===== config.mk =====
export PLATFORM = sky130hd
export DESIGN_NAME = tftc_top
export DESIGN_NICKNAME = d
export VERILOG_FILES = /design/src/verilog/tftc_top.v
export VERILOG_INCLUDE_DIRS = /design/src /design/src/verilog
export SDC_FILE = /design/constraint.sdc
export NUM_CORES = 2
export LEC_CHECK = 0
export BUFFER_PORTS_ARGS = -buffer_cell sky130_fd_sc_hd__buf_4
export CAP_MARGIN = 15
export CELL_PAD_IN_SITES_DETAIL_PLACEMENT = 0
export CELL_PAD_IN_SITES_GLOBAL_PLACEMENT = 1
export CORE_ASPECT_RATIO = 0.5
export CORE_MARGIN = 2
export CORE_UTILIZATION = 40
export CTS_BUF_LIST = sky130_fd_sc_hd__clkbuf_8 sky130_fd_sc_hd__clkbuf_16
export CTS_CLUSTER_DIAMETER = 80
export DETAILED_ROUTE_END_ITERATION = 10
export PLACE_DENSITY_LB_ADDON = 0.12
export SYNTH_ARGS = -nofsm -noshare
export SYNTH_HDL_FRONTEND = slang
export SYNTH_SLANG_ARGS = --single-unit

===== constraint.sdc =====
create_clock -name pclk -period 16.95 [get_ports pclk]
set_input_delay 2.5425 -clock pclk [delete_from_list [all_inputs] [get_ports pclk]]
set_output_delay 2.5425 -clock pclk [all_outputs]
set_load 0.02 [all_outputs]

===== src/verilog/tftc_map.vh =====
`ifndef TFTC_MAP_VH
`define TFTC_MAP_VH

// ****************************************
// Register offsets
// ****************************************
`define TFTC_OFF_CTRL      8'h00
`define TFTC_OFF_DELAY     8'h04
`define TFTC_OFF_WMIN      8'h08
`define TFTC_OFF_WMAX      8'h0C
`define TFTC_OFF_RATE      8'h10
`define TFTC_OFF_TRGCNT    8'h14
`define TFTC_OFF_FRMCNT    8'h18
`define TFTC_OFF_EFFRATE   8'h1C
`define TFTC_OFF_ROWS      8'h20
`define TFTC_OFF_SHUTTER   8'h24
`define TFTC_OFF_STATUS    8'h28

// ****************************************
// Control bit positions
// ****************************************
`define TFTC_BIT_INHIBIT   0
`define TFTC_BIT_FILTER    1
`define TFTC_BIT_IMMED     2
`define TFTC_BIT_AUTO      3
`define TFTC_BIT_TRGMODE   4
`define TFTC_BIT_SOFT      5
`define TFTC_CTRL_RESET    6'h08

// ****************************************
// Limits and reset values
// ****************************************
`define TFTC_DELAY_MAX     32'h003D0900
`define TFTC_WMIN_LO       32'h00000001
`define TFTC_WMIN_HI       32'h001E8480
`define TFTC_WMIN_RESET    32'h00000001
`define TFTC_WMAX_RESET    32'h001E8480
`define TFTC_RATE_MIN      32'h0000F424
`define TFTC_RATE_RESET    32'h01C9C380
`define TFTC_RATE_NUM      64'h000000E8D4A51000
`define TFTC_CNT_MAX       32'h7FFFFFFF
`define TFTC_ROWS_RESET    16'h0400
`define TFTC_SHUT_RESET    32'h00002710

// ****************************************
// Timing
// ****************************************
`define TFTC_CLK_HZ        25000000
`define TFTC_HZ_PER_MHZ    1000000
`define TFTC_US_CYC        ((`TFTC_CLK_HZ + `TFTC_HZ_PER_MHZ - 1) / `TFTC_HZ_PER_MHZ)
`define TFTC_LINE_US       32'h0000000A
`define TFTC_PRE_LINES     32'h00000002
`define TFTC_DIV_STEPS     6'h28

`endif


===== src/verilog/tftc_top.v =====
// The placing of the registers and register access over APB were left to the implementer.
`timescale 1ns/1ps
`default_nettype none
`include "tftc_map.vh"

// Overview of operation
// - Inhibit set to 1 drops every trigger; 0, the default, accepts them.
// - Each accepted trigger is postponed by a programmable 0..4000000 us delay.
// - Trigger counter counts triggers leading to video, also in free-run.
// - Writing zero to either counter clears it.
// - Triggers dropped by the width filter leave the trigger counter alone.
// - Both counters wrap to zero after reaching 2147483647.
// - Frame counter counts one per image output.
// - Width filter accepts only pulses inside the window; minimum 1..2000000 us.
// - Out-of-window pulses cause no exposure and no video.
// - Software triggers bypass the width filter.
// - With filtering, exposure starts after the filter latency from pulse start.
// - Normal mode starts exposure two lines after detection, overlapping readout.
// - Immediate mode starts exposure right at trigger detection.
// - In trigger mode, immediate mode never starts exposure while readout is running; free-run starts ignore it.
// - Auto rate picks shortest cycle from shutter and rows, shutter first.
// - Auto rate exposes during output and chains outputs back to back.
// - Long shutter lowers the auto rate so exposure fits each frame.
// - Programmed rate is fps times 1000000, minimum 62500, default 30000000.
// - Rates above the row-dependent fastest rate are rejected.
// - The rate in effect under auto rate can be read back.
module tftc_top (
  input  wire        pclk,
  input  wire        presetn,
  input  wire        psel,
  input  wire        penable,
  input  wire        pwrite,
  input  wire [7:0]  paddr,
  input  wire [31:0] pwdata,
  output reg  [31:0] prdata,
  output reg         pready,
  output reg         pslverr,
  input  wire        trigger_pin,
  output reg         exposure_active,
  output reg         readout_active,
  output reg         trigger_accepted,
  output reg         frame_done
);

  // ****************************************
  // Constants
  // ****************************************
  localparam integer US_LAST_I = `TFTC_US_CYC - 1;
  localparam [4:0]  US_LAST  = US_LAST_I[4:0];
  localparam [63:0] RATE_NUM = `TFTC_RATE_NUM;
  localparam [31:0] PRE_US   = `TFTC_PRE_LINES * `TFTC_LINE_US;
  localparam [4:0]  EX_IDLE  = 5'b00001;
  localparam [4:0]  EX_DLY   = 5'b00010;
  localparam [4:0]  EX_PRE   = 5'b00100;
  localparam [4:0]  EX_ON    = 5'b01000;
  localparam [4:0]  EX_HOLD  = 5'b10000;

  // ****************************************
  // Registers
  // ****************************************
  reg  [5:0]  ctrl_r;
  reg  [31:0] delay_r;
  reg  [31:0] wmin_r;
  reg  [31:0] wmax_r;
  reg  [31:0] rate_r;
  reg  [31:0] trgcnt_r;
  reg  [31:0] frmcnt_r;
  reg  [15:0] rows_r;
  reg  [31:0] shutter_r;
  reg         soft_r;
  reg  [4:0]  presc_r;
  reg         tick_r;
  reg  [2:0]  sync_r;
  reg         meas_r;
  reg  [31:0] width_r;
  reg  [4:0]  ex_state_r;
  reg  [4:0]  ex_state_nxt;
  reg  [31:0] ex_cnt_r;
  reg  [31:0] rd_cnt_r;
  reg  [31:0] fr_cnt_r;
  reg  [32:0] rem_r;
  reg  [39:0] quo_r;
  reg  [5:0]  div_cnt_r;
  reg         div_auto_r;
  reg  [31:0] eff_rate_r;
  reg  [31:0] man_period_r;
  reg         frame_due_r;

  // ****************************************
  // Derived values
  // ****************************************
  wire        inhibit    = ctrl_r[`TFTC_BIT_INHIBIT];
  wire        filter_en  = ctrl_r[`TFTC_BIT_FILTER];
  wire        immed      = ctrl_r[`TFTC_BIT_IMMED];
  wire        auto_rate  = ctrl_r[`TFTC_BIT_AUTO];
  wire        trg_mode   = ctrl_r[`TFTC_BIT_TRGMODE];
  wire [31:0] rows32     = {16'h0000, rows_r};
  wire [31:0] readout_us = rows32 * `TFTC_LINE_US;
  wire [31:0] auto_per   = (shutter_r > readout_us) ? shutter_r : readout_us;
  wire [31:0] frame_per  = auto_rate ? auto_per :
                           ((man_period_r > auto_per) ? man_period_r : auto_per);
  wire [63:0] rate_prod  = {32'h00000000, pwdata} * {32'h00000000, readout_us};
  wire        acc_cycle  = psel & penable & pready;
  wire        wr_en      = acc_cycle & pwrite;
  wire        rise       = sync_r[1] & ~sync_r[2];
  wire        fall       = ~sync_r[1] & sync_r[2];
  wire        ex_idle    = ex_state_r == EX_IDLE;
  wire        rd_busy    = rd_cnt_r != 32'h00000000;
  wire        fr_wrap    = tick_r & (fr_cnt_r + 32'h00000001 >= frame_per);
  wire        free_start = ~trg_mode & (fr_wrap | frame_due_r) & ex_idle;
  wire        ex_enter   = (ex_state_r != EX_ON) & (ex_state_nxt == EX_ON);
  wire        ex_end     = (ex_state_r == EX_ON) & (ex_state_nxt != EX_ON);
  wire        rd_start   = ex_end ? ~rd_busy :
                           ((ex_state_r == EX_HOLD) & ~rd_busy);
  wire        rd_end     = rd_busy & tick_r & (rd_cnt_r == 32'h00000001);
  wire        w_ok       = (width_r >= wmin_r) & (width_r <= wmax_r);
  reg         trg_go;
  reg         bad_wr;
  reg         bad_rd;
  reg  [31:0] rd_mux;

  // ****************************************
  // Write validation
  // ****************************************
  always @* begin
    bad_wr = 1'b0;
    case (paddr)
      `TFTC_OFF_DELAY:  bad_wr = pwdata > `TFTC_DELAY_MAX;
      `TFTC_OFF_WMIN:   bad_wr = (pwdata < `TFTC_WMIN_LO) | (pwdata > `TFTC_WMIN_HI);
      `TFTC_OFF_RATE:   bad_wr = (pwdata < `TFTC_RATE_MIN) | (rate_prod > `TFTC_RATE_NUM);
      `TFTC_OFF_CTRL,
      `TFTC_OFF_WMAX,
      `TFTC_OFF_TRGCNT,
      `TFTC_OFF_FRMCNT,
      `TFTC_OFF_ROWS,
      `TFTC_OFF_SHUTTER: bad_wr = 1'b0;
      default:          bad_wr = 1'b1;
    endcase
  end

  // ****************************************
  // Read mux
  // ****************************************
  always @* begin
    rd_mux = 32'h00000000;
    bad_rd = 1'b0;
    case (paddr)
      `TFTC_OFF_CTRL:    rd_mux = {26'h0000000, 1'b0, ctrl_r[4:0]};
      `TFTC_OFF_DELAY:   rd_mux = delay_r;
      `TFTC_OFF_WMIN:    rd_mux = wmin_r;
      `TFTC_OFF_WMAX:    rd_mux = wmax_r;
      `TFTC_OFF_RATE:    rd_mux = rate_r;
      `TFTC_OFF_TRGCNT:  rd_mux = trgcnt_r;
      `TFTC_OFF_FRMCNT:  rd_mux = frmcnt_r;
      `TFTC_OFF_EFFRATE: rd_mux = auto_rate ? eff_rate_r : rate_r;
      `TFTC_OFF_ROWS:    rd_mux = rows32;
      `TFTC_OFF_SHUTTER: rd_mux = shutter_r;
      `TFTC_OFF_STATUS:  rd_mux = {27'h0000000, meas_r, ex_state_r == EX_HOLD,
                                   ~ex_idle, rd_busy, ex_state_r == EX_ON};
      default: begin
        rd_mux = 32'h00000000;
        bad_rd = 1'b1;
      end
    endcase
  end

  // ****************************************
  // APB slave
  // ****************************************
  always @(posedge pclk or negedge presetn) begin
    if (!presetn) begin
      pready    <= 1'b0;
      pslverr   <= 1'b0;
      prdata    <= 32'h00000000;
      ctrl_r    <= `TFTC_CTRL_RESET;
      delay_r   <= 32'h00000000;
      wmin_r    <= `TFTC_WMIN_RESET;
      wmax_r    <= `TFTC_WMAX_RESET;
      rate_r    <= `TFTC_RATE_RESET;
      rows_r    <= `TFTC_ROWS_RESET;
      shutter_r <= `TFTC_SHUT_RESET;
      soft_r    <= 1'b0;
    end else begin
      pready <= psel & penable & ~pready;
      soft_r <= 1'b0;
      if (psel & penable & ~pready) begin
        prdata  <= pwrite ? 32'h00000000 : rd_mux;
        pslverr <= pwrite ? bad_wr : bad_rd;
      end
      if (wr_en & ~bad_wr) begin
        case (paddr)
          `TFTC_OFF_CTRL: begin
            ctrl_r <= {1'b0, pwdata[4:0]};
            soft_r <= pwdata[`TFTC_BIT_SOFT];
          end
          `TFTC_OFF_DELAY:   delay_r   <= pwdata;
          `TFTC_OFF_WMIN:    wmin_r    <= pwdata;
          `TFTC_OFF_WMAX:    wmax_r    <= pwdata;
          `TFTC_OFF_RATE:    rate_r    <= pwdata;
          `TFTC_OFF_ROWS:    rows_r    <= pwdata[15:0];
          `TFTC_OFF_SHUTTER: shutter_r <= pwdata;
          default: begin
          end
        endcase
      end
    end
  end

  // ****************************************
  // Microsecond time base and trigger sync
  // ****************************************
  always @(posedge pclk or negedge presetn) begin
    if (!presetn) begin
      presc_r <= 5'h00;
      tick_r  <= 1'b0;
      sync_r  <= 3'b000;
    end else begin
      tick_r  <= presc_r == US_LAST;
      presc_r <= (presc_r == US_LAST) ? 5'h00 : presc_r + 5'h01;
      sync_r  <= {sync_r[1:0], trigger_pin};
    end
  end

  // ****************************************
  // Trigger acceptance and width filter
  // ****************************************
  always @* begin
    trg_go = 1'b0;
    if (trg_mode & ~inhibit & ex_idle) begin
      if (soft_r)
        trg_go = 1'b1;
      else if (filter_en)
        trg_go = meas_r & fall & w_ok;
      else
        trg_go = rise;
    end
  end

  always @(posedge pclk or negedge presetn) begin
    if (!presetn) begin
      meas_r  <= 1'b0;
      width_r <= 32'h00000000;
    end else if (rise & filter_en & trg_mode & ~inhibit) begin
      meas_r  <= 1'b1;
      width_r <= 32'h00000000;
    end else if (meas_r & (fall | ~filter_en | inhibit)) begin
      meas_r  <= 1'b0;
    end else if (meas_r & tick_r & (width_r != `TFTC_CNT_MAX)) begin
      width_r <= width_r + 32'h00000001;
    end
  end

  // ****************************************
  // Exposure sequencer
  // ****************************************
  always @* begin
    ex_state_nxt = ex_state_r;
    case (ex_state_r)
      EX_IDLE: begin
        if (free_start)
          ex_state_nxt = EX_ON;
        else if (trg_go)
          ex_state_nxt = EX_DLY;
      end
      EX_DLY: begin
        if (ex_cnt_r >= delay_r)
          ex_state_nxt = EX_PRE;
      end
      EX_PRE: begin
        if (immed)
          ex_state_nxt = rd_busy ? EX_PRE : EX_ON;
        else if (ex_cnt_r >= PRE_US)
          ex_state_nxt = EX_ON;
      end
      EX_ON: begin
        if (tick_r & (ex_cnt_r + 32'h00000001 >= shutter_r))
          ex_state_nxt = rd_busy ? EX_HOLD : EX_IDLE;
      end
      EX_HOLD: begin
        if (~rd_busy)
          ex_state_nxt = EX_IDLE;
      end
      default: ex_state_nxt = EX_IDLE;
    endcase
  end

  always @(posedge pclk or negedge presetn) begin
    if (!presetn) begin
      ex_state_r <= EX_IDLE;
      ex_cnt_r   <= 32'h00000000;
    end else begin
      ex_state_r <= ex_state_nxt;
      if (ex_state_nxt != ex_state_r)
        ex_cnt_r <= 32'h00000000;
      else if (tick_r & (ex_cnt_r != `TFTC_CNT_MAX))
        ex_cnt_r <= ex_cnt_r + 32'h00000001;
    end
  end

  // ****************************************
  // Readout and free-run timer
  // ****************************************
  always @(posedge pclk or negedge presetn) begin
    if (!presetn) begin
      rd_cnt_r    <= 32'h00000000;
      fr_cnt_r    <= 32'h00000000;
      frame_due_r <= 1'b0;
    end else begin
      frame_due_r <= ~trg_mode & (fr_wrap | frame_due_r) & ~free_start;
      if (rd_start)
        rd_cnt_r <= (readout_us == 32'h00000000) ? 32'h00000001 : readout_us;
      else if (rd_busy & tick_r)
        rd_cnt_r <= rd_cnt_r - 32'h00000001;
      if (trg_mode | fr_wrap)
        fr_cnt_r <= 32'h00000000;
      else if (tick_r)
        fr_cnt_r <= fr_cnt_r + 32'h00000001;
    end
  end

  // ****************************************
  // Counters and output flags
  // ****************************************
  always @(posedge pclk or negedge presetn) begin
    if (!presetn) begin
      trgcnt_r         <= 32'h00000000;
      frmcnt_r         <= 32'h00000000;
      exposure_active  <= 1'b0;
      readout_active   <= 1'b0;
      trigger_accepted <= 1'b0;
      frame_done       <= 1'b0;
    end else begin
      exposure_active  <= ex_state_nxt == EX_ON;
      readout_active   <= rd_start | (rd_busy & ~rd_end);
      trigger_accepted <= ex_enter;
      frame_done       <= rd_end;
      if (ex_enter)
        trgcnt_r <= (trgcnt_r == `TFTC_CNT_MAX) ? 32'h00000000 :
                    ((wr_en & (paddr == `TFTC_OFF_TRGCNT) & (pwdata == 32'h00000000)) ?
                     32'h00000001 : trgcnt_r + 32'h00000001);
      else if (wr_en & (paddr == `TFTC_OFF_TRGCNT) & (pwdata == 32'h00000000))
        trgcnt_r <= 32'h00000000;
      if (rd_end)
        frmcnt_r <= (frmcnt_r == `TFTC_CNT_MAX) ? 32'h00000000 :
                    ((wr_en & (paddr == `TFTC_OFF_FRMCNT) & (pwdata == 32'h00000000)) ?
                     32'h00000001 : frmcnt_r + 32'h00000001);
      else if (wr_en & (paddr == `TFTC_OFF_FRMCNT) & (pwdata == 32'h00000000))
        frmcnt_r <= 32'h00000000;
    end
  end

  // ****************************************
  // Rate divider
  // ****************************************
  wire [31:0] divisor = div_auto_r ? ((auto_per == 32'h00000000) ? 32'h00000001 : auto_per)
                                   : rate_r;
  wire [33:0] rem_sh  = {rem_r, quo_r[39]};
  wire        sub_ok  = rem_sh >= {2'b00, divisor};
  wire [33:0] rem_sub = rem_sh - {2'b00, divisor};
  wire [31:0] quo_sat = (quo_r[39:32] != 8'h00) ? 32'hFFFFFFFF : quo_r[31:0];

  always @(posedge pclk or negedge presetn) begin
    if (!presetn) begin
      rem_r        <= 33'h000000000;
      quo_r        <= 40'h0000000000;
      div_cnt_r    <= 6'h00;
      div_auto_r   <= 1'b1;
      eff_rate_r   <= 32'h00000000;
      man_period_r <= 32'h00000000;
    end else if (div_cnt_r == 6'h00) begin
      if (div_auto_r)
        eff_rate_r   <= quo_sat;
      else
        man_period_r <= quo_sat;
      div_auto_r <= auto_rate;
      rem_r      <= 33'h000000000;
      quo_r      <= RATE_NUM[39:0];
      div_cnt_r  <= `TFTC_DIV_STEPS;
    end else begin
      rem_r     <= sub_ok ? rem_sub[32:0] : rem_sh[32:0];
      quo_r     <= {quo_r[38:0], sub_ok};
      div_cnt_r <= div_cnt_r - 6'h01;
    end
  end

endmodule // tftc_top

`default_nettype wire


==> results.sh <==
export IMPL_arrival_ns=13.88
export IMPL_port_buffers=83
export IMPL_cp_max_fo=35
export IMPL_required_ns=17.50
export IMPL_drive_gt1_share_pct=8.73
export IMPL_routed_wirelength_mm=203
export IMPL_p_switching_w=0.00113
export IMPL_hpwl_mm=150
export IMPL_cts_made_buffers=66
export IMPL_p_comb_share_pct=19.9
export IMPL_peakVddDrop_uv=69.3
export IMPL_netlist_instances=5987
export IMPL_avgSynthCellArea_sq_um=9.17
export IMPL_antenna_found_initial=21
export IMPL_synth_seq_cells=572
export IMPL_async_flop_share_pct=100
export IMPL_antenna_cells=0
export IMPL_clock_sinks=572
export IMPL_boundaryPins=84
export IMPL_maxCapViolCount=0
export IMPL_grt_pass1_wl_mm=306
export IMPL_holdWs_ns=0.363
export IMPL_powerDensity_mw_per_mm2=61.5
export IMPL_p_leak_nw=29.7
export IMPL_root_buffer="clkbuf_16"
export IMPL_layout_commonest_cell="inv_1"
export IMPL_syn_area_sq_mm=0.0549
export IMPL_routedWlPerCell_microns=26.2
export IMPL_skew_ns=0.0289
export IMPL_core_area_sq_mm=0.137
export IMPL_cpPeakStageDelay_ns=0.91
export IMPL_ant_nets=0
export IMPL_cts_tree="built"
export IMPL_clockBufferDepth=3
export IMPL_max_freq_ghz=0.0750
export IMPL_drc=0
export IMPL_die_w_microns=528
export IMPL_post_drt_via_cell_ratio=5.77
export IMPL_setup_tns_ns=0
export IMPL_syn_nets=6962
export IMPL_finalMaxSlewViolations=0
export IMPL_ys_types=94
export IMPL_clkSlewWorstSetupHoldPaths_ns=0.06
export IMPL_cts_hold_buf=0
export IMPL_swShare_pct=30.9
export IMPL_layout_common_cells="inv_1 (760), nand2_1 (721), dfrtp_1 (545)"
export IMPL_area_growth_pct=8.39
export IMPL_clk_latency_ns=0.67
export IMPL_layout_nets=6865
export IMPL_drt_initial_drc_count=4342
export IMPL_crit_type="reg -> reg"
export IMPL_die_y_microns=266
export IMPL_grt_util_all_layers_pct=29.2
export IMPL_rr_worst_depth=49
export IMPL_reg2reg_from="rows_r[3]$_DFFE_PN0P_"
export IMPL_dr_total_vias=44800
export IMPL_hold_violations=0
export IMPL_end_kind="register"
export IMPL_synth_warnings=0
export IMPL_rsz0062_at_grt="no"
export IMPL_min_period_ns=13.33
export IMPL_tightestPinTransition_ns=1.29
export IMPL_fin_crit_sh_pct=78.7
export IMPL_setup_violations=0
export IMPL_status="completed"
export IMPL_slew_headroom_pct=12.9
export IMPL_yosysSeqAreaShare_pct=26.1
export IMPL_first_global_vias=45600
export IMPL_min_from="sync_r[0]$_DFF_PN0_"
export IMPL_cpMaxStageDelayCell="and2_1"
export IMPL_place_gp_congestion=0.922
export IMPL_clkPwrFrac_pct=40.4
export IMPL_dieArea_sq_mm=0.140
export IMPL_grt_max_degree=144
export IMPL_yosys_most_used_dff="dfrtp_1"
export IMPL_intPower_w=0.00253
export IMPL_cts_max_level=3
export IMPL_drtPass1Iterations=8
export IMPL_cts_resized=0
export IMPL_num_rows=96
export IMPL_cp_startpoint="rows_r[3]$_DFFE_PN0P_"
export IMPL_overflow=0
export IMPL_hold_class="reg -> reg"
export IMPL_crit_top_cell="a21o_1"
export IMPL_whs_path_depth=0
export IMPL_postCtsSetupRepairBufs=0
export IMPL_initial_core_util_pct=40.2
export IMPL_pwr_share_seq_pct=39.7
export IMPL_synth_edf_count=0
export IMPL_cp_start_kind="register"
metal layers:
| metal | up-vias | share of wire, % | track usage [%] |
|---|---|---|---|
| met5 | - | 0.019 | 0 |
| met2 | 1577 | 43 | 44.1 |
| met3 | 314 | 6.9 | 4.68 |
| met1 | 23000 | 47 | 43.1 |
| li1 | 19900 | - | - |
| met4 | 6 | 3.3 | 8.39 |
state kept, by name (all words and copies together), names as in the netlist, 6 cells and up:
register and cells:
quo_r 40, rem_r 33, delay_r 32, eff_rate_r 32, ex_cnt_r 32, fr_cnt_r 32
frmcnt_r 32, man_period_r 32, prdata 32, rate_r 32, rd_cnt_r 32, shutter_r 32
trgcnt_r 32, width_r 32, wmax_r 32, wmin_r 32, rows_r 16, div_cnt_r 6
cell usage after synthesis (24+ instances only):
master | n | area, sq um
o21ai_0 | 250 | 1250
nand2_1 | 722 | 2710
a21oi_1 | 228 | 1140
a221oi_1 | 25 | 219
xor2_1 | 119 | 1040
or3_1 | 25 | 156
nor2_1 | 349 | 1310
inv_1 | 740 | 2780
o21a_1 | 24 | 180
mux2_2 | 92 | 1040
nor2b_1 | 29 | 181
o31ai_1 | 37 | 278
a21o_1 | 128 | 961
dfrtp_1 | 545 | 13600
nor3_1 | 69 | 345
clkbuf_1 | 296 | 1110
a22oi_1 | 71 | 533
mux2i_1 | 93 | 931
a22o_1 | 47 | 412
nand4_1 | 101 | 632
and2_1 | 197 | 1230
nand2b_1 | 47 | 294
and3_1 | 104 | 651
xnor2_1 | 109 | 955
dfstp_2 | 27 | 709
nor4_1 | 74 | 463
nand3_1 | 106 | 531
ha_1 | 418 | 5230
fa_1 | 511 | 10200
mux2_4 | 67 | 1010
final cells by class:
type,instances,area (sq um)
tap,1813,2270
clock inverter,42,347
inverter,743,2790
sequential,572,14300
timing repair buffer,163,1250
fill,13400,77200
multi-input combinational,4344,36700
clock buffer,78,1830
logic make-up (layout without fill, tap and decap cells):
family,Yosys count,in the layout,synth area share (%)
DFF,572,572,26.1
and+or+nand+nor,1900,1900,16.6
AOI/OAI and AO/OA,1035,1035,12.6
buffers and inverters,1071,1026,7.44
xor gates and xnor gates,228,228,3.64
muxes,252,252,5.41
adders and majority gates,929,929,28.2
worst paths after layout:
kind | endpoint | slack, ns
min in group asynchronous | div_cnt_r[3]$_DFF_PN0_ | 1.91
worst min-delay path | sync_r[1]$_DFF_PN0_ | 0.36
worst min register to register | sync_r[1]$_DFF_PN0_ | 0.36
max in group asynchronous | rd_cnt_r[13]$_DFFE_PN0P_ | 11.96
worst max register to register | trgcnt_r[28]$_DFFE_PN0P_ | 3.62
worst max-delay path | trgcnt_r[28]$_DFFE_PN0P_ | 3.62
critical path: cells and delay by family, from the launching register on:
family	cells	cell delay [ns]
compound gates	28	6.46
xor+xnor	1	0.13
fa+ha+maj	6	1.92
buf+inv	6	1.72
flops	1	0.41
mux	2	0.55
simple gates	6	1.94
power by group through the flow:
stage               Sequential [W]  Clock [W]  Combinational [W]
detailed placement         0.00148          0           0.000721
finish                     0.00145    0.00148           0.000728
floorplan                  0.00147          0           0.000512
CTS                        0.00145    0.00150           0.000726
global placement           0.00148          0           0.000709
global route               0.00146    0.00156           0.000815
through the flow:
step	utilization, %	total power [W]	setup WS [ns]	instances	area [sq um]
2_1_floorplan	-	0.00198	6.16	5987	54900
3_3_place_gp	41.9	0.00219	3.94	7633	57300
3_5_place_dp	41.9	0.00220	3.81	7634	57300
4_1_cts	43.5	0.00368	3.76	7754	59500
5_1_grt	43.5	0.00383	2.82	7755	59500
6_report	43.5	0.00366	3.62	7755	59500
No activity file was read; power rests on OpenSTA's default activity.
